File: src/shared/timer_defines.svh
// Register offsets, field positions, status layout and reset values of the timer block
`ifndef TIMER_DEFINES_SVH
`define TIMER_DEFINES_SVH

// Per-timer register window: timer n sits at n * TMR_STRIDE
`define TMR_STRIDE 8'h20
`define OFS_CTRL 5'h00
`define OFS_PERIOD 5'h04
`define OFS_COMPARE 5'h08
`define OFS_COUNT 5'h0c
`define OFS_CAPTURE 5'h10
`define OFS_DEADBAND 5'h14

// Shared registers above the timer windows
`define OFS_STATUS 8'h80
`define OFS_MASK 8'h84
`define OFS_PRESCALE 8'h88

// Control register fields
`define CTRL_EN_BIT 0
`define CTRL_MODE_LSB 1
`define CTRL_REL_LSB 3
`define CTRL_CLK_LSB 6
`define CTRL_COMPL_BIT 8

// Status and mask layout: three bits per timer
`define EV_PER_TMR 3
`define EV_TC 0
`define EV_CMP 1
`define EV_CAP 2

// Reset values
`define RST_PERIOD 16'hffff
`define RST_COMPARE 16'h8000
`define RST_DEAD 8'h00
`define RST_PRESCALE 16'h0000

`endif

File: src/shared/timer_pkg.sv
// Types shared by the timer, counter and PWM block
package timer_pkg;

  // Number of timer instances
  localparam int NUM_TMR = 4;

  // Counting behaviour
  typedef enum logic [1:0] {MODE_FREE, MODE_ONESHOT, MODE_GATED, MODE_SPARE} count_mode_type;

  // Comparator relation, counter against compare value
  typedef enum logic [2:0] {REL_LT, REL_LTE, REL_EQ, REL_GTE, REL_GT, REL_X5, REL_X6, REL_X7}
    cmp_rel_type;

  // Counting clock source
  typedef enum logic [1:0] {CLK_SYS, CLK_DIV, CLK_EXT_RISE, CLK_EXT_FALL} clk_src_type;

  // State of one timer
  typedef struct packed {
    logic [15:0] count;
    logic [15:0] period;
    logic [15:0] compare;
    logic [15:0] capture;
    logic [7:0] dead;
    logic enable;
    count_mode_type mode;
    cmp_rel_type rel;
    clk_src_type clk_sel;
    logic compl;
    logic running;
    logic rst_prev;
    logic cap_prev;
    logic ext_prev;
    logic cmp;
    logic tc;
  } chan_state_type;

endpackage : timer_pkg

File: src/rtl/deadband_gen.sv
// Complementary output pair with deadband and kill override
module deadband_gen #(
  parameter int DEAD_W = 8
) (
  input wire logic clk_sys,
  input wire logic rst_n,
  input wire logic pwm_in,
  input wire logic compl_en,
  input wire logic kill,
  input wire logic [DEAD_W-1:0] dead,
  output logic hi_out,
  output logic lo_out
);
  // Whole state of the pair
  typedef struct packed {
    logic prev;
    logic [DEAD_W-1:0] gap;
    logic hi;
    logic lo;
  } db_state_type;

  db_state_type q_r;
  db_state_type q_nxt;

  // Each edge of the compare signal opens a gap where both outputs rest low
  always_comb begin
    q_nxt = q_r;
    q_nxt.prev = pwm_in;
    if (pwm_in != q_r.prev) begin
      q_nxt.gap = dead;
    end else if (q_r.gap != '0) begin
      q_nxt.gap = q_r.gap - 1'b1;
    end
    // Both legs derive from one sampled level, so they can never overlap
    q_nxt.hi = pwm_in && (q_nxt.gap == '0);
    q_nxt.lo = !pwm_in && compl_en && (q_nxt.gap == '0);
    // Kill wins over everything
    if (kill) begin
      q_nxt.hi = 1'b0;
      q_nxt.lo = 1'b0;
    end
  end

  // State register
  always_ff @(posedge clk_sys or negedge rst_n) begin
    if (!rst_n) begin
      q_r <= '0;
    end else begin
      q_r <= q_nxt;
    end
  end

  assign hi_out = q_r.hi;
  assign lo_out = q_r.lo;
endmodule : deadband_gen

File: src/rtl/pin_sync.sv
// Two-flop synchroniser for a group of asynchronous inputs
module pin_sync #(
  parameter int WIDTH = 1
) (
  input wire logic clk_sys,
  input wire logic rst_n,
  input wire logic [WIDTH-1:0] d_async,
  output logic [WIDTH-1:0] q_sync
);
  // First stage feeds only the second stage
  typedef struct packed {
    logic [WIDTH-1:0] meta;
    logic [WIDTH-1:0] sync;
  } sync_state_type;

  sync_state_type q_r;
  sync_state_type q_nxt;

  // Shift the pins through both stages
  always_comb begin
    q_nxt.meta = d_async;
    q_nxt.sync = q_r.meta;
  end

  // Both stages clear under reset
  always_ff @(posedge clk_sys or negedge rst_n) begin
    if (!rst_n) begin
      q_r <= '0;
    end else begin
      q_r <= q_nxt;
    end
  end

  assign q_sync = q_r.sync;
endmodule : pin_sync

File: src/rtl/timer_block.sv
// Four 16-bit down-counting timer, counter and PWM units with register port
//
// Summary of operation
// - Sixteen-bit counter, counts down only
// - Period loads on start, reset, terminal count
// - Comparator relation LT, LTE, EQ, GTE, GT
// - Interrupt on terminal count, compare, capture
// - Compare, terminal count, optional complementary outputs
// - Free running, one shot, or enable gated
// - One shot stops after one period
// - Gated mode decrements only while enable high
// - Capture input latches full counter value
// - Kill input overrides comparator outputs
// - Complementary pair separated by deadband gap
// - Counting clock from selectable sources
// - Four independent timer instances
`include "timer_defines.svh"

module timer_block (
  input wire logic clk_sys,
  input wire logic rst_n,
  input wire logic [7:0] addr,
  input wire logic [31:0] wr_data,
  input wire logic wr_en,
  input wire logic rd_en,
  output logic [31:0] rd_data,
  input wire logic [timer_pkg::NUM_TMR-1:0] enable_pin,
  input wire logic [timer_pkg::NUM_TMR-1:0] reset_pin,
  input wire logic [timer_pkg::NUM_TMR-1:0] capture_pin,
  input wire logic [timer_pkg::NUM_TMR-1:0] kill_pin,
  input wire logic [timer_pkg::NUM_TMR-1:0] ext_clk_pin,
  output logic [timer_pkg::NUM_TMR-1:0] cmp_out,
  output logic [timer_pkg::NUM_TMR-1:0] cmp_n_out,
  output logic [timer_pkg::NUM_TMR-1:0] tc_out,
  output logic [timer_pkg::NUM_TMR-1:0] irq_line,
  output logic irq
);
  import timer_pkg::*;

  localparam int NEV = NUM_TMR * `EV_PER_TMR;

  // Whole state of the block
  typedef struct packed {
    chan_state_type [NUM_TMR-1:0] ch;
    logic [NEV-1:0] status;
    logic [NEV-1:0] mask;
    logic [15:0] prescale;
    logic [15:0] div_cnt;
    logic div_tick;
    logic [31:0] rdata;
    logic [NUM_TMR-1:0] irq_line;
    logic irq;
  } top_state_type;

  top_state_type q_r;
  top_state_type q_nxt;

  // Synchronised pins
  logic [NUM_TMR-1:0] en_s;
  logic [NUM_TMR-1:0] rst_s;
  logic [NUM_TMR-1:0] cap_s;
  logic [NUM_TMR-1:0] kill_s;
  logic [NUM_TMR-1:0] ext_s;

  // Every pin comes from outside the clock domain
  pin_sync #(
    .WIDTH(5 * NUM_TMR)
  ) u_pins (
    .clk_sys(clk_sys),
    .rst_n(rst_n),
    .d_async({enable_pin, reset_pin, capture_pin, kill_pin, ext_clk_pin}),
    .q_sync({en_s, rst_s, cap_s, kill_s, ext_s})
  );

  // Comparator with the five relations; spare codes never compare true
  function automatic logic cmp_eval(input cmp_rel_type rel, input logic [15:0] cnt,
                                    input logic [15:0] cmpv);
    logic res;
    res = 1'b0;
    unique case (rel)
      REL_LT: res = cnt < cmpv;
      REL_LTE: res = cnt <= cmpv;
      REL_EQ: res = cnt == cmpv;
      REL_GTE: res = cnt >= cmpv;
      REL_GT: res = cnt > cmpv;
      default: res = 1'b0;
    endcase
    return res;
  endfunction : cmp_eval

  // Per-timer helper terms; all but tick_v are used by the main process and by the checks
  logic [NUM_TMR-1:0] tick_v;
  logic [NUM_TMR-1:0] step_v;
  logic [NUM_TMR-1:0] rst_e;
  logic [NUM_TMR-1:0] cap_e;

  // Counting enables per timer
  always_comb begin
    for (int i = 0; i < NUM_TMR; i++) begin
      // Pick the counting clock as an enable pulse
      unique case (q_r.ch[i].clk_sel)
        CLK_SYS: tick_v[i] = 1'b1;
        CLK_DIV: tick_v[i] = q_r.div_tick;
        CLK_EXT_RISE: tick_v[i] = ext_s[i] & ~q_r.ch[i].ext_prev;
        CLK_EXT_FALL: tick_v[i] = ~ext_s[i] & q_r.ch[i].ext_prev;
      endcase
      // Gated mode steps only while the enable pin is high
      step_v[i] = tick_v[i] & q_r.ch[i].running &
                  ((q_r.ch[i].mode != MODE_GATED) | en_s[i]);
      rst_e[i] = rst_s[i] & ~q_r.ch[i].rst_prev;
      cap_e[i] = cap_s[i] & ~q_r.ch[i].cap_prev;
    end
  end

  // Next state of the whole block
  always_comb begin
    chan_state_type c;
    logic [NEV-1:0] ev;
    logic [NEV-1:0] w1c;
    logic [1:0] ci;
    c = '0;
    ev = '0;
    w1c = '0;
    ci = addr[6:5];
    q_nxt = q_r;
    q_nxt.rdata = '0;

    // Shared prescaler: one tick every prescale+1 cycles
    if (q_r.div_cnt == 16'h0000) begin
      q_nxt.div_cnt = q_r.prescale;
      q_nxt.div_tick = 1'b1;
    end else begin
      q_nxt.div_cnt = q_r.div_cnt - 16'h0001;
      q_nxt.div_tick = 1'b0;
    end

    // Four copies of the same counter
    for (int i = 0; i < NUM_TMR; i++) begin
      c = q_r.ch[i];
      c.tc = 1'b0;
      if (rst_e[i]) begin
        // Reset input reloads the period
        c.count = c.period;
      end else if (step_v[i]) begin
        if (c.count == 16'h0000) begin
          // Zero: reload and flag terminal count
          c.count = c.period;
          c.tc = 1'b1;
          // One shot ends its run here
          if (c.mode == MODE_ONESHOT) begin
            c.running = 1'b0;
            c.enable = 1'b0;
          end
        end else begin
          // Down count only
          c.count = c.count - 16'h0001;
        end
      end
      // Capture the full counter value
      if (cap_e[i]) begin
        c.capture = q_r.ch[i].count;
      end
      // Compare result, before kill and deadband
      c.cmp = cmp_eval(c.rel, q_r.ch[i].count, c.compare);
      // Event flags for this timer
      ev[i*`EV_PER_TMR + `EV_TC] = c.tc;
      ev[i*`EV_PER_TMR + `EV_CMP] = c.cmp & ~q_r.ch[i].cmp;
      ev[i*`EV_PER_TMR + `EV_CAP] = cap_e[i];
      c.rst_prev = rst_s[i];
      c.cap_prev = cap_s[i];
      c.ext_prev = ext_s[i];
      q_nxt.ch[i] = c;
    end

    // Register writes
    if (wr_en) begin
      if (!addr[7]) begin
        unique case (addr[4:0])
          `OFS_CTRL: begin
            // A rising enable starts the run from a fresh period
            if (wr_data[`CTRL_EN_BIT] && !q_r.ch[ci].enable) begin
              q_nxt.ch[ci].count = q_nxt.ch[ci].period;
              q_nxt.ch[ci].running = 1'b1;
            end else if (!wr_data[`CTRL_EN_BIT]) begin
              q_nxt.ch[ci].running = 1'b0;
            end
            q_nxt.ch[ci].enable = wr_data[`CTRL_EN_BIT];
            q_nxt.ch[ci].mode = count_mode_type'(wr_data[`CTRL_MODE_LSB +: 2]);
            q_nxt.ch[ci].rel = cmp_rel_type'(wr_data[`CTRL_REL_LSB +: 3]);
            q_nxt.ch[ci].clk_sel = clk_src_type'(wr_data[`CTRL_CLK_LSB +: 2]);
            q_nxt.ch[ci].compl = wr_data[`CTRL_COMPL_BIT];
          end
          `OFS_PERIOD: q_nxt.ch[ci].period = wr_data[15:0];
          `OFS_COMPARE: q_nxt.ch[ci].compare = wr_data[15:0];
          `OFS_DEADBAND: q_nxt.ch[ci].dead = wr_data[7:0];
          default: begin
            // Read-only or unmapped: write ignored
          end
        endcase
      end else begin
        unique case (addr)
          `OFS_STATUS: w1c = wr_data[NEV-1:0];
          `OFS_MASK: q_nxt.mask = wr_data[NEV-1:0];
          `OFS_PRESCALE: q_nxt.prescale = wr_data[15:0];
          default: begin
            // Unmapped: write ignored
          end
        endcase
      end
    end

    // Sticky flags: a new event wins over a clearing write
    q_nxt.status = (q_r.status & ~w1c) | ev;

    // One line per timer plus the combined request
    for (int i = 0; i < NUM_TMR; i++) begin
      q_nxt.irq_line[i] = |(q_nxt.status[i*`EV_PER_TMR +: `EV_PER_TMR] &
                            q_nxt.mask[i*`EV_PER_TMR +: `EV_PER_TMR]);
    end
    q_nxt.irq = |(q_nxt.status & q_nxt.mask);

    // Read data stand the cycle after the strobe; unmapped reads zero
    if (rd_en) begin
      if (!addr[7]) begin
        unique case (addr[4:0])
          `OFS_CTRL: begin
            q_nxt.rdata[`CTRL_EN_BIT] = q_r.ch[ci].running;
            q_nxt.rdata[`CTRL_MODE_LSB +: 2] = q_r.ch[ci].mode;
            q_nxt.rdata[`CTRL_REL_LSB +: 3] = q_r.ch[ci].rel;
            q_nxt.rdata[`CTRL_CLK_LSB +: 2] = q_r.ch[ci].clk_sel;
            q_nxt.rdata[`CTRL_COMPL_BIT] = q_r.ch[ci].compl;
          end
          `OFS_PERIOD: q_nxt.rdata[15:0] = q_r.ch[ci].period;
          `OFS_COMPARE: q_nxt.rdata[15:0] = q_r.ch[ci].compare;
          `OFS_COUNT: q_nxt.rdata[15:0] = q_r.ch[ci].count;
          `OFS_CAPTURE: q_nxt.rdata[15:0] = q_r.ch[ci].capture;
          `OFS_DEADBAND: q_nxt.rdata[7:0] = q_r.ch[ci].dead;
          default: q_nxt.rdata = '0;
        endcase
      end else begin
        unique case (addr)
          `OFS_STATUS: q_nxt.rdata[NEV-1:0] = q_r.status;
          `OFS_MASK: q_nxt.rdata[NEV-1:0] = q_r.mask;
          `OFS_PRESCALE: q_nxt.rdata[15:0] = q_r.prescale;
          default: q_nxt.rdata = '0;
        endcase
      end
    end
  end

  // State register with documented reset values
  always_ff @(posedge clk_sys or negedge rst_n) begin
    if (!rst_n) begin
      q_r <= '0;
      for (int i = 0; i < NUM_TMR; i++) begin
        q_r.ch[i].count <= `RST_PERIOD;
        q_r.ch[i].period <= `RST_PERIOD;
        q_r.ch[i].compare <= `RST_COMPARE;
        q_r.ch[i].dead <= `RST_DEAD;
      end
      q_r.prescale <= `RST_PRESCALE;
    end else begin
      q_r <= q_nxt;
    end
  end

  // Output stages: kill and deadband sit after the comparator
  for (genvar g = 0; g < NUM_TMR; g++) begin : g_out
    // Kill forces both legs low, gap keeps them apart
    deadband_gen #(
      .DEAD_W(8)
    ) u_db (
      .clk_sys(clk_sys),
      .rst_n(rst_n),
      .pwm_in(q_r.ch[g].cmp),
      .compl_en(q_r.ch[g].compl),
      .kill(kill_s[g]),
      .dead(q_r.ch[g].dead),
      .hi_out(cmp_out[g]),
      .lo_out(cmp_n_out[g])
    );
  end

  // Registered outputs
  assign tc_out = {q_r.ch[3].tc, q_r.ch[2].tc, q_r.ch[1].tc, q_r.ch[0].tc};
  assign irq_line = q_r.irq_line;
  assign irq = q_r.irq;
  assign rd_data = q_r.rdata;

  for (genvar g = 0; g < NUM_TMR; g++) begin : g_chk

  end
endmodule : timer_block

File: config.mk
export PLATFORM = sky130hd
export DESIGN_NAME = timer_block
export DESIGN_NICKNAME = d
export VERILOG_FILES = /design/src/shared/timer_pkg.sv /design/src/rtl/deadband_gen.sv /design/src/rtl/pin_sync.sv /design/src/rtl/timer_block.sv
export VERILOG_INCLUDE_DIRS = /design/src /design/src/shared
export SDC_FILE = /design/constraint.sdc
export NUM_CORES = 1
export LEC_CHECK = 0
export BUFFER_PORTS_ARGS = -buffer_cell sky130_fd_sc_hd__buf_4
export CAP_MARGIN = 40
export CORE_MARGIN = 2
export CORE_UTILIZATION = 40
export CTS_BUF_LIST = sky130_fd_sc_hd__clkbuf_8
export DETAILED_ROUTE_END_ITERATION = 7
export SETUP_SLACK_MARGIN = 0.15
export SLEW_MARGIN = 20
export SYNTH_ARGS = -nofsm -noshare
export SYNTH_HDL_FRONTEND = slang
export SYNTH_SLANG_ARGS = --single-unit
File: constraint.sdc
create_clock -name clk_sys -period 3.4 [get_ports clk_sys]
set_clock_uncertainty 0.05 [all_clocks]
set_input_delay 0.34 -clock clk_sys [delete_from_list [all_inputs] [get_ports clk_sys]]
set_output_delay 0.34 -clock clk_sys [all_outputs]
set_load 0.05 [all_outputs]
Word-level counts from Yosys, hierarchy flattened. Index checks and enable logic that the tools add are counted.

Bits of input ports: 64. Word-level logic and storage cells: 417. Register bits after elaboration: 526.

Bitwise operators: 61. Eq/ne operators: 52. $lt $le $gt $ge: 18. Add/sub/neg operators: 9. Mux-type cells: 138. Reductions and logical operators: 49.

Operators with widths (count): $bwmux W348 (11); $mux W348 (7); $demux W87 S2 (10); $pmux W348 S4 (1); $bmux W87 S2 (2); $mux W16 (19); $mux W87 (2); $mux W71 (2); $logic_not A16 Y1 (5); $sub A16 B1 Y16 const B (5); $eq A16 B16 Y1 (4); $ge A16 B16 Y1 (4); $gt A16 B16 Y1 (4); $le A16 B16 Y1 (4); $lt A16 B16 Y1 (4); $mux W8 (8); $mux W12 (5); $mux W28 (2); $mux W55 (1); $pmux W8 S6 (1); $mux W1 (44); $pmux W12 S3 (1); $logic_not A8 Y1 (4); $reduce_bool A8 Y1 (4); other kinds (42) (173).

Depth between registers and ports, before layout. Gate-level depths: netlist of the first run.

Depth in word-level cells: 23. Depth in mapped cells: 11.

Cells and area by module. From an unflattened synthesis of the first run, not the netlist that was laid out.

Cell total of the unflattened synthesis: 2559. Area, all modules: 27306.2 um^2.

By module, submodules not included: timer_block (seq. area each 10825.4 um^2, instances 1, cells each 2263, area an instance 23612.6 um^2); deadband_gen (seq. area each 275.3 um^2, instances 4, cells each 64, area an instance 673.1 um^2); pin_sync (seq. area each 1001.0 um^2, instances 1, cells each 40, area an instance 1001.0 um^2).

Least setup slack after synthesis of the first run. No wires, ideal clock.

Path kind: reg-to-reg. From: reg q_r[235] in the netlist's numbering. To: reg q_r, in the netlist irq. Clock period less this slack: 3.036 ns. Buffers on the path: 0. Arrival time: 2.847 ns. Library setup time: 0.139 ns. Slack: 0.364 ns. Stages on the path, launching flop included: 11. Cells stage by stage: dfstp_2 -> inv_1 -> ha_1 -> nand4_1 -> or4_1 -> a31oi_1 -> o31ai_1 -> mux2i_1 -> o21ai_0 -> a221o_1 -> or4_1.

RTL lines: from (decl) (line timer_block.sv:55) `top_state_type q_r;`; from (signal assigned) (line timer_block.sv:263) `q_r <= q_nxt;`.

==> run summary, run 1 <==
## Status
• **run status** completed

## Layout
• **layout cell share with drive strength beyond 1** 32.2%
• **Final #Nets** 2735
• **signed area change from the synthesized netlist to the final layout** 17.2%
• **Layout Utilization** 47.3%
• **post-route cell area** 31100 um2
• **Layout Cells excl Fill** 3524
• **layout filler cell count** 6009

## Placement
• **number of placed instances, taps included** 3322
• **routability congestion estimate from global placement** 0.964
• **number of port buffers** 80
• **post-placement cell area** 28700 um2
• **half-perimeter wire length after placement** 64.7 mm

## STA
• **Final Hold Viols** 0
• **slew at the pin with the worst max-slew slack** 981 ps
• **relative slew slack** 34.6%
• **minimum clock period** 3260 ps
• **unrepaired setup endpoints after global routing** yes
• **total negative setup slack** 0 ps
• **post-route clock period utilization** 95.8%
• **total of endpoints with negative setup slack in the final report** 0
• **fin. max-slew vios** 0
• **peak clock frequency supported by timing** 307 MHz

## Clock network
• **Root Driver** clkbuf_8
• **total clock buffers created by CTS** 90
• **H-tree depth reported by CTS** 3
• **Num Clock Sinks** 510
• **CTS tree** built
• **source-to-sink clock delay at the later pin of the worst-skew pair** 690 ps
• **Reg clk slew, reported paths** 60 ps
• **buffers from clock root to sink, at most** 3

## Floorplanning
• **number of ports placed on the die boundary** 113
• **height of the die** 261 um
• **Die W** 261 um
• **initial core utilization** 40.4%
• **row count** 94
• **full die area** 68300 um2
• **area inside the core boundary** 65600 um2

## Global route
• **global route total overflow** 0
• **maximum number of pins on one net before global-route repair** 98
• **first-pass GRT wire length** 133 mm
• **initial antenna violation count** 4
• **vias in the first global route** 20788
• **total routing usage reported by global routing** 26.2%

## Route
• **total number of vias** 20480
• **antenna-violating nets left** 0
• **routed length per placed instance** 25.2 um
• **total wire length** 88.7 mm
• **Via density** 5.81
• **DRT iter0 DRCs** 1837
• **detailed-router iteration count before antenna repair** 6
• **remaining routing DRC violations** 0

## Critical path
• **type of element launching the critical path** flop
• **Setup crit end kind** flop
• **Setup Crit Path Kind** reg -> reg
• **maximum fanout count along the critical path** 4
• **worst endpoint required time** 3900 ps
• **arrival time at the worst endpoint** 3760 ps

## Power and ir drop
• **power spent charging and discharging nets** 6060 uW
• **Combinational Power Share** 25.3%
• **highest ir drop seen on vdd** 0.215 mV
• **Internal Dissipation** 12300 uW
• **fraction of power spent switching nets** 32.9%
• **part of the total power dissipated in sequential elements** 42.5%
• **Clock power frac** 32.2%
• **reported leakage power** 0.0139 uW
• **Power per Cell Area** 592 nW/um2

## Synth
• **mean instance size in the synthesized netlist** 11.1 um2
• **post-synthesis cell type count** 80
• **cell area after synthesis** 26500 um2
• **EDFF count, synth** 0
• **number of cells produced by synthesis** 2389
• **part of the Yosys area used for sequential elements** 48.8%
• **prevailing post-synth register cell** dfrtp_1
• **share of synthesized registers carrying an async set or reset** 100%
• **Ys Warns** 0
• **post-synthesis sequential element count** 510

## Worst hold path
• **path type of the worst min-delay path** in -> reg

## Job
• **max_cap viols** 0

-- worst paths after layout --
path,startpoint,end,slack (ps),depth (start not counted)
max,q_r[235],irq,140,10
min,wr_data[1],q_r[395],50,3
max reg2reg,q_r[235],irq,140,10
min reg2reg,u_pins.q_nxt[6],u_pins.q_sync[6],280,0
max in group asynchronous,rst_n,q_r[198],2050,3
min in group asynchronous,rst_n,q_r[132],300,2
-- cell type report --
type	instances	area [um2]	share of cell area (%)
multi-input cells	1599	12400	40.1
repair buffers	284	2340	7.55
well taps	864	1080	3.48
inverters	106	398	1.28
clock inverters	46	300	0.967
diodes	2	5.00	0.0161
flip-flops and latches	510	12900	41.6
clock buffers	113	1560	5.01
-- metrics by stage --
| stage | setup WS [ps] | hold WS (ps) | total power, uW |
|---|---|---|---|
| 2_1_floorplan | 364 | -5.59 | 10600 |
| 3_3_place_gp | -64.1 | 282 | 12200 |
| 3_5_place_dp | -75.9 | 285 | 12400 |
| 4_1_cts | 171 | 1.83 | 18400 |
| 5_1_grt | 21.9 | 50.7 | 19300 |
| 6_report | 144 | 50.8 | 18400 |
-- cells in the mapped netlist (all sizes together) (15+ instances only) --
cell type	number	share of area, %
nand2b	18	0.43
nor2	128	1.8
ha	80	3.8
buf	71	1.8
a22o	16	0.53
a21oi	109	2.1
nor4	30	0.73
nor3	44	0.85
o31ai	28	0.79
mux4	80	6.8
nor2b	21	0.50
nand4	21	0.50
and3	15	0.35
nand2	250	3.5
or4	15	0.43
xnor2	32	1.1
mux2i	34	1.3
o21ai	148	2.8
mux2	239	10
dfstp	132	13
dfrtp	378	36
a22oi	24	0.68
clkbuf	118	1.7
o22ai	27	0.64
xor2	35	1.2
nand3	35	0.66
inv	106	1.5
-- cells by family after synthesis --
kind of cell | share of synthesized area (%)
XOR/XNOR | 2.21
buffers and inverters | 4.95
AO/OA/AOI/OAI | 10.3
multiplexers | 18.3
adder cells (fa/ha/maj) | 3.78
other | 0.0142
flip-flops | 48.8
AND/OR/NAND/NOR | 11.7
-- sequential cells by signal (all words and copies together), names as in the netlist --
name / flops
q_r: 401
u_pins.q_nxt: 20
irq: 1
u_pins.q_sync: 20
g_out.u_db.q_r: 36
rd_data: 16
g_out.u_db.lo_out: 4
g_out.u_db.hi_out: 4
tc_out: 4
irq_line: 4
-- critical path: stages, from the launching register on --
cell     delay (ps)
dfstp_2         540
inv_2            40
ha_4            260
nand4_1         240
or4_4           660
a31oi_4         170
o31ai_4         100
mux2i_4         200
o21ai_2          90
a221o_1         380
or4_1           390
-- metal layers --
layer / global-route usage (%) / share of wire (%) / vias up
met2: 40.7 / 45 / 956
met5: 0 / 0.015 / -
met4: 10.3 / 3.3 / 2
met1: 36.2 / 43 / 10388
met3: 5.18 / 8.6 / 151
li1: - / - / 8983
-- layout by cell type, fill, tap and decap left out, types with 15 or more instances in the layout --
master           n
buf_4          236
nor2_1         128
ha_1            79
mux2_2         235
mux4_2          80
a21oi_1        107
o31ai_1         26
o21ai_0        113
dfstp_2        132
a22oi_1         24
nor2b_1         20
o21ai_1         34
nor3_1          40
inv_1          132
xnor2_1         32
clkbuf_8       113
mux2i_1         33
conb_1          16
nand4_1         21
nor4_1          26
xor2_1          35
nand2_1        250
o22ai_1         27
nand2b_1        18
nand3_1         35
dlygate4sd3_1   35
dfrtp_1        378
a22o_1          16
and3_1          15
-- power groups by stage --
stage | sequential (uW) | combinational, uW | clock, uW
5_1_grt | 7890 | 5090 | 6320
4_1_cts | 7770 | 4600 | 6030
3_5_place_dp | 7870 | 4520 | 0
6_report | 7820 | 4660 | 5920
2_1_floorplan | 7650 | 2920 | 0
3_3_place_gp | 7820 | 4390 | 0
-- repair_timing --
item	in CTS	in global routing
setup endpoints to repair	1	2
pin swaps	4	6
hold buffers	35	0
buffers inserted	2	2
endpoints found under the hold margin	145	0
resized for setup	7	10
No activity file was read; power rests on OpenSTA's default activity.
==> run 2: changes to the inputs <==
BUFFER_PORTS_ARGS = not set   (was -buffer_cell sky130_fd_sc_hd__buf_4)
DONT_BUFFER_PORTS = 1   (was not set)
==> run 2 against run 1 <==
Net effect: the flow now finishes with violations (hold timing, slew limit); critical endpoint unchanged; sequential share of layout area up 0.73 points; clock-buffer cell count up 4; combinational power decreased by 9.7%; critical path type unchanged; final cell count shrank 2.2%.
==> run summary, run 2 (synthesis results as in run 1) <==
## Critical path
• **buffers plus inverters on the worst setup path** 2, was 1
• **register-to-register setup slack** 80 ps, was 140 ps
• **R2R cell count** 11, was 10
• **Setup Crit Path Kind** reg -> reg, unchanged
• **Setup crit end kind** flop, unchanged
• **master of the slowest instance on the critical path** or4_4, unchanged
• **arrival time at the worst endpoint** 3860 ps, was 3760 ps
• **crit path cell chain** inv_2, ha_4, nand4_1, or4_4, a31oi_1, o31ai_1, mux2i_1, buf_4, o21ai_2, a221o_1, or4_4, was inv_2, ha_4, nand4_1, or4_4, a31oi_4, o31ai_4, mux2i_4, o21ai_2, a221o_1, or4_1
• **family with the most delay on the worst path** simple AND/OR/NAND/NOR gates, unchanged
• **worst endpoint required time** 3940 ps, was 3900 ps
• **maximum fanout count along the critical path** 4, unchanged
• **total number of cells along the worst setup path** 11, was 10
• **type of element launching the critical path** flop, unchanged
• **slowest cell delay on critical path** 620 ps, was 660 ps
• **CP dominant cell by count** or4_4

## Route
• **remaining routing DRC violations** 0, unchanged
• **total number of vias** 20400, was 20480
• **routed length per placed instance** 25.3 um, was 25.2 um
• **antenna-violating nets left** 0, unchanged
• **total wire length** 87.4 mm, was 88.7 mm
• **detailed-router iteration count before antenna repair** 6, unchanged
• **Via density** 5.92, was 5.81
• **DRT iter0 DRCs** 2188, was 1837

## Layout
• **largest reg by FF count** q_r, unchanged
• **multi-input combinational cell area** 12400 um2, about the same
• **post-route cell area** 30500 um2, was 31100 um2
• **storage element area** 12900 um2, unchanged
• **Largest regs** q_r x401, g_out.u_db.q_r x36, unchanged
• **Layout Cells excl Fill** 3447, was 3524
• **number of flip-flops in the largest register** 401, unchanged
• **most frequent cells in the layout** dfrtp_1 (378), nand2_1 (250), mux2_2 (235), was dfrtp_1 (378), nand2_1 (250), buf_4 (236)
• **layout cell share with drive strength beyond 1** 29.5%, was 32.2%
• **Final #Nets** 2647, was 2735
• **leading cell type in the layout, fill and taps excluded** dfrtp_1, unchanged
• **layout filler cell count** 5980, was 6009
• **signed area change from the synthesized netlist to the final layout** 15.2%, was 17.2%

## Power and ir drop
• **part of the total power dissipated in sequential elements** 42.6%, was 42.5%
• **reported leakage power** 0.0135 uW, was 0.0139 uW
• **Combinational Power Share** 22.7%, was 25.3%
• **Clock power frac** 34.7%, was 32.2%
• **Internal Dissipation** 12600 uW, was 12300 uW
• **highest ir drop seen on vdd** 0.259 mV, was 0.215 mV
• **Power per Cell Area** 607 nW/um2, was 592 nW/um2
• **fraction of power spent switching nets** 32.0%, was 32.9%
• **power spent charging and discharging nets** 5930 uW, was 6060 uW

## STA
• **relative slew slack** -52.6%, was 34.6%
• **Hold Slack** -684 ps, was 50.8 ps
• **unrepaired setup endpoints after global routing** yes, unchanged
• **minimum clock period** 3320 ps, was 3260 ps
• **fin. max-slew vios** 242, was 0
• **total of endpoints with negative setup slack in the final report** 0, unchanged
• **slew at the pin with the worst max-slew slack** 2290 ps, was 981 ps
• **peak clock frequency supported by timing** 301 MHz, was 307 MHz
• **total negative setup slack** 0 ps, unchanged
• **post-route clock period utilization** 97.7%, was 95.8%
• **Final Hold Viols** 464, was 0

## Worst hold path
• **path type of the worst min-delay path** in -> async, was in -> reg

## Global route
• **vias in the first global route** 20106, was 20788
• **initial antenna violation count** 5, was 4
• **first-pass GRT wire length** 130 mm, was 133 mm
• **maximum number of pins on one net before global-route repair** 511, was 98
• **global route total overflow** 0, unchanged
• **total routing usage reported by global routing** 25.7%, was 26.2%

## Placement
• **post-placement cell area** 27700 um2, was 28700 um2
• **number of placed instances, taps included** 3207, was 3322
• **half-perimeter wire length after placement** 62.1 mm, was 64.7 mm
• **routability congestion estimate from global placement** 0.990, was 0.964
• **number of port buffers** 0, was 80

## Clock network
• **total clock buffers created by CTS** 93, was 90
• **CTS tree** built, unchanged
• **H-tree depth reported by CTS** 3, unchanged
• **Reg clk slew, reported paths** 60 ps, about the same
• **source-to-sink clock delay at the later pin of the worst-skew pair** 720 ps, was 690 ps
• **buffers from clock root to sink, at most** 3, unchanged
• **Root Driver** clkbuf_8, unchanged
• **Num Clock Sinks** 510, unchanged
• **Post-CTS Hold Fix Bufs** 55, was 35

## Status
• **violated checks** hold timing, slew limit
• **run status** complete, but fails checks, was completed

## Floorplanning
• **full die area** 68300 um2, unchanged
• **height of the die** 261 um, unchanged
• **number of ports placed on the die boundary** 113, unchanged
• **row count** 94, unchanged
• **Die W** 261 um, unchanged
• **area inside the core boundary** 65600 um2, unchanged
• **initial core utilization** 40.4%, unchanged

## Job
• **max_cap viols** 0, unchanged

## run 2: changes by cell type in the layout (fill, tap and decap cells not counted), moves of 3 or more
| cell | change |
|---|---|
| buf_4 | -107 |
| clkinv_2 | +4 |
| buf_8 | +4 |
| buf_12 | -6 |
| dlygate4sd3_1 | +16 |
| buf_6 | +3 |
| inv_1 | -3 |
| bufinv_16 | +3 |
| clkbuf_8 | +4 |
## run 2: cell type report
cell class,instances,share of cell area (%)
sequential,510,42.4
clock inverter,56,1.49
tap,864,3.54
timing repair buffer,193,5.47
clock buffer,117,5.28
inverter,106,1.30
multi-input combinational,1599,40.5
antenna,2,0.0164
## run 2: routing by layer
layer  vias to the layer above  track usage [%]  wire length [um]
li1                       8815                -                 -
met1                     10461             35.9             37300
met2                       948             39.2             39300
met3                       176             5.29              7700
met4                         0             9.97              3120
met5                         -                0                 0
## run 2: worst paths after layout
kind / to / startpoint
hold reg to reg: u_pins.q_sync[4] / u_pins.q_nxt[4]
hold / removal: u_pins.q_nxt[14] / rst_n
min in group clk_sys: q_r[222] / addr[6]
setup reg to reg: irq / q_r[235]
setup / recovery: irq / q_r[235]
max in group asynchronous: q_r[230] / rst_n
## run 2: power groups by stage
stage	Combinational, uW	Clock (uW)	Sequential [uW]
6_report	4210	6430	7900
3_3_place_gp	3850	0	7910
3_5_place_dp	3980	0	7950
5_1_grt	4610	6840	7980
4_1_cts	4150	6570	7860
2_1_floorplan	2920	0	7650
## run 2: per-stage QoR
stage / utilization (%) / total power, uW / hold WS [ps] / worst slack, ps
3_3_place_gp: 42.2 / 11800 / 24.0 / -84.5
6_report: 46.5 / 18500 / -684 / 76.6
5_1_grt: 46.5 / 19400 / -710 / -7.40
2_1_floorplan: - / 10600 / -5.59 / 364
3_5_place_dp: 42.3 / 11900 / 24.2 / -134
4_1_cts: 46.3 / 18600 / -741 / 151
## run 2: what timing repair did
item / 4_1_cts / 5_1_grt
endpoints found under the setup margin: 1 / 2
resized for setup: 3 / 3
setup buffers: 3 / 0
hold endpoints to repair: 784 / 510
pin swaps: 4 / 4
==> run 3: changes to the inputs <==
CTS_BUF_LIST = sky130_fd_sc_hd__clkbuf_16   (was sky130_fd_sc_hd__clkbuf_8)
==> run 3 against run 2 <==
Net effect: the flow still finishes with violations (hold timing, slew limit); cell area shrank 0.87%; worst setup slack gained 70 ps; worst hold slack gained 69 ps; final cell count shrank 2.1%; first-iteration DRC count shrank 14%; fmax grew 2.1%; clock power shrank 2%; core utilization shrank 0.40 points; critical path depth is the same; register-to-register slack gained 70 ps; via count shrank 2.1%; critical endpoint unchanged; largest power group unchanged.
==> run summary, run 3 (synthesis results as in run 1) <==
## Global route
• **vias in the first global route** 19813, was 20106
• **initial antenna violation count** 3, was 5
• **first-pass GRT wire length** 130 mm, about the same
• **maximum number of pins on one net before global-route repair** 511, unchanged
• **total routing usage reported by global routing** 25.5%, was 25.7%
• **global route total overflow** 0, unchanged

## Worst hold path
• **path type of the worst min-delay path** in -> async, unchanged

## STA
• **relative slew slack** -47.5%, was -52.6%
• **Final Hold Viols** 385, was 464
• **fin. max-slew vios** 403, was 242
• **post-route clock period utilization** 95.7%, was 97.7%
• **Hold Slack** -615 ps, was -684 ps
• **minimum clock period** 3250 ps, was 3320 ps
• **peak clock frequency supported by timing** 307 MHz, was 301 MHz
• **slew at the pin with the worst max-slew slack** 2210 ps, was 2290 ps
• **min setup slack post-route** 146 ps, was 76.6 ps
• **total of endpoints with negative setup slack in the final report** 0, unchanged
• **unrepaired setup endpoints after global routing** yes, unchanged

## Route
• **routed length per placed instance** 25.7 um, was 25.3 um
• **detailed-router iteration count before antenna repair** 7, was 6
• **Via density** 5.92, about the same
• **antenna-violating nets left** 0, unchanged
• **DRT iter0 DRCs** 1885, was 2188
• **total wire length** 86.9 mm, was 87.4 mm
• **remaining routing DRC violations** 0, unchanged
• **total number of vias** 19971, was 20400

## Floorplanning
• **initial core utilization** 40.4%, unchanged
• **number of ports placed on the die boundary** 113, unchanged
• **height of the die** 261 um, unchanged
• **row count** 94, unchanged
• **Die W** 261 um, unchanged
• **area inside the core boundary** 65600 um2, unchanged
• **full die area** 68300 um2, unchanged

## Clock network
• **Post-CTS Hold Fix Bufs** 46, was 55
• **total clock buffers created by CTS** 58, was 93
• **Reg clk slew, reported paths** 60 ps, about the same
• **Root Driver** clkbuf_16, was clkbuf_8
• **CTS tree** built, unchanged
• **Num Clock Sinks** 510, unchanged
• **source-to-sink clock delay at the later pin of the worst-skew pair** 640 ps, was 720 ps
• **buffers from clock root to sink, at most** 3, unchanged
• **H-tree depth reported by CTS** 2, was 3

## Layout
• **post-route cell area** 30300 um2, was 30500 um2
• **Layout Cells excl Fill** 3376, was 3447
• **signed area change from the synthesized netlist to the final layout** 14.2%, was 15.2%
• **Largest regs** q_r x401, g_out.u_db.q_r x36, unchanged
• **largest reg by FF count** q_r, unchanged
• **leading cell type in the layout, fill and taps excluded** dfrtp_1, unchanged
• **most frequent cells in the layout** dfrtp_1 (378), nand2_1 (250), mux2_2 (235), unchanged
• **number of flip-flops in the largest register** 401, unchanged
• **layout cell share with drive strength beyond 1** 27.9%, was 29.5%
• **Final #Nets** 2605, was 2647

## Critical path
• **type of element launching the critical path** flop, unchanged
• **arrival time at the worst endpoint** 3710 ps, was 3860 ps
• **maximum fanout count along the critical path** 4, unchanged
• **Setup crit end kind** flop, unchanged
• **R2R cell count** 11, unchanged
• **Setup Crit Path Kind** reg -> reg, unchanged
• **worst endpoint required time** 3860 ps, was 3940 ps

## Placement
• **routability congestion estimate from global placement** 0.990, unchanged
• **number of placed instances, taps included** 3207, unchanged
• **half-perimeter wire length after placement** 62.1 mm, unchanged
• **number of port buffers** 0, unchanged
• **post-place setup slack** -134 ps, unchanged
• **post-placement cell area** 27700 um2, unchanged

## Status
• **violated checks** hold timing, slew limit, unchanged
• **run status** complete, but fails checks, unchanged

## Power and ir drop
• **highest ir drop seen on vdd** 0.375 mV, was 0.259 mV
• **reported leakage power** 0.0132 uW, was 0.0135 uW
• **Power per Cell Area** 609 nW/um2, was 607 nW/um2

## Job
• **max_cap viols** 0, unchanged

-- run 3: changes by cell type in the layout (fill, tap and decap cells not counted), moves of 2 or more --
cell / previous run / this run
inv_1: 129 / 112
inv_8: 2 / 0
clkbuf_8: 117 / 0
inv_6: 2 / 4
clkinv_2: 16 / 11
clkbuf_16: 0 / 58
clkinv_1: 0 / 16
dlygate4sd3_1: 51 / 42
-- run 3: final cells by class --
cell class | count | area, um2
Timing Repair Buffer | 186 | 1580
Clock buffer | 58 | 1450
Inverter | 106 | 398
Antenna cell | 1 | 2.50
Multi-Input combinational cell | 1599 | 12400
Fill cell | 5974 | 35400
Clock inverter | 52 | 444
Tap cell | 864 | 1080
Sequential cell | 510 | 12900
-- run 3: worst paths after layout --
check	from	endpoint	slack [ps]
max	q_r[235]	irq	150
min	rst_n	u_pins.q_nxt[14]	-610
max reg2reg	q_r[235]	irq	150
min reg2reg	u_pins.q_nxt[0]	u_pins.q_sync[0]	300
max in group asynchronous	rst_n	q_r[46]	2190
min in group clk_sys	wr_data[0]	q_r[186]	60
-- run 3: per-layer routing --
metal	global-route usage [%]	routed length (um)	vias to the layer above
li1	-	-	8718
met1	35.9	37900	10237
met2	39.1	39000	871
met3	5.33	7140	145
met4	8.95	2940	0
met5	0	0	-
-- run 3: critical path: stages (launching register included) --
cell and delay, ps:
dfstp_2 550, inv_2 50, ha_4 260, nand4_1 240, or4_4 610, a31oi_1 180
o31ai_1 90, mux2i_1 150, buf_4 150, o21ai_2 60, a221o_1 340, or4_1 400
-- run 3: report_power, final --
part           internal (uW)  switching (uW)
sequential              7030             873
combinational           1920            2290
clock                   3630            2680
-- run 3: through the flow --
stage                     TNS [ps]  power [uW]  utilization, %
after floorplan                  0       10600               -
after global placement       -84.5       11800            42.2
after detailed placement      -134       11900            42.3
after CTS                        0       18400            45.9
after global routing             0       19300            46.1
final                            0       18400            46.1
-- run 3: what timing repair did --
item	4_1_cts	5_1_grt
setup endpoints to repair	1	2
pin swaps	4	0
gates resized for setup	3	2
buffers inserted	3	1
hold endpoints to repair	772	510
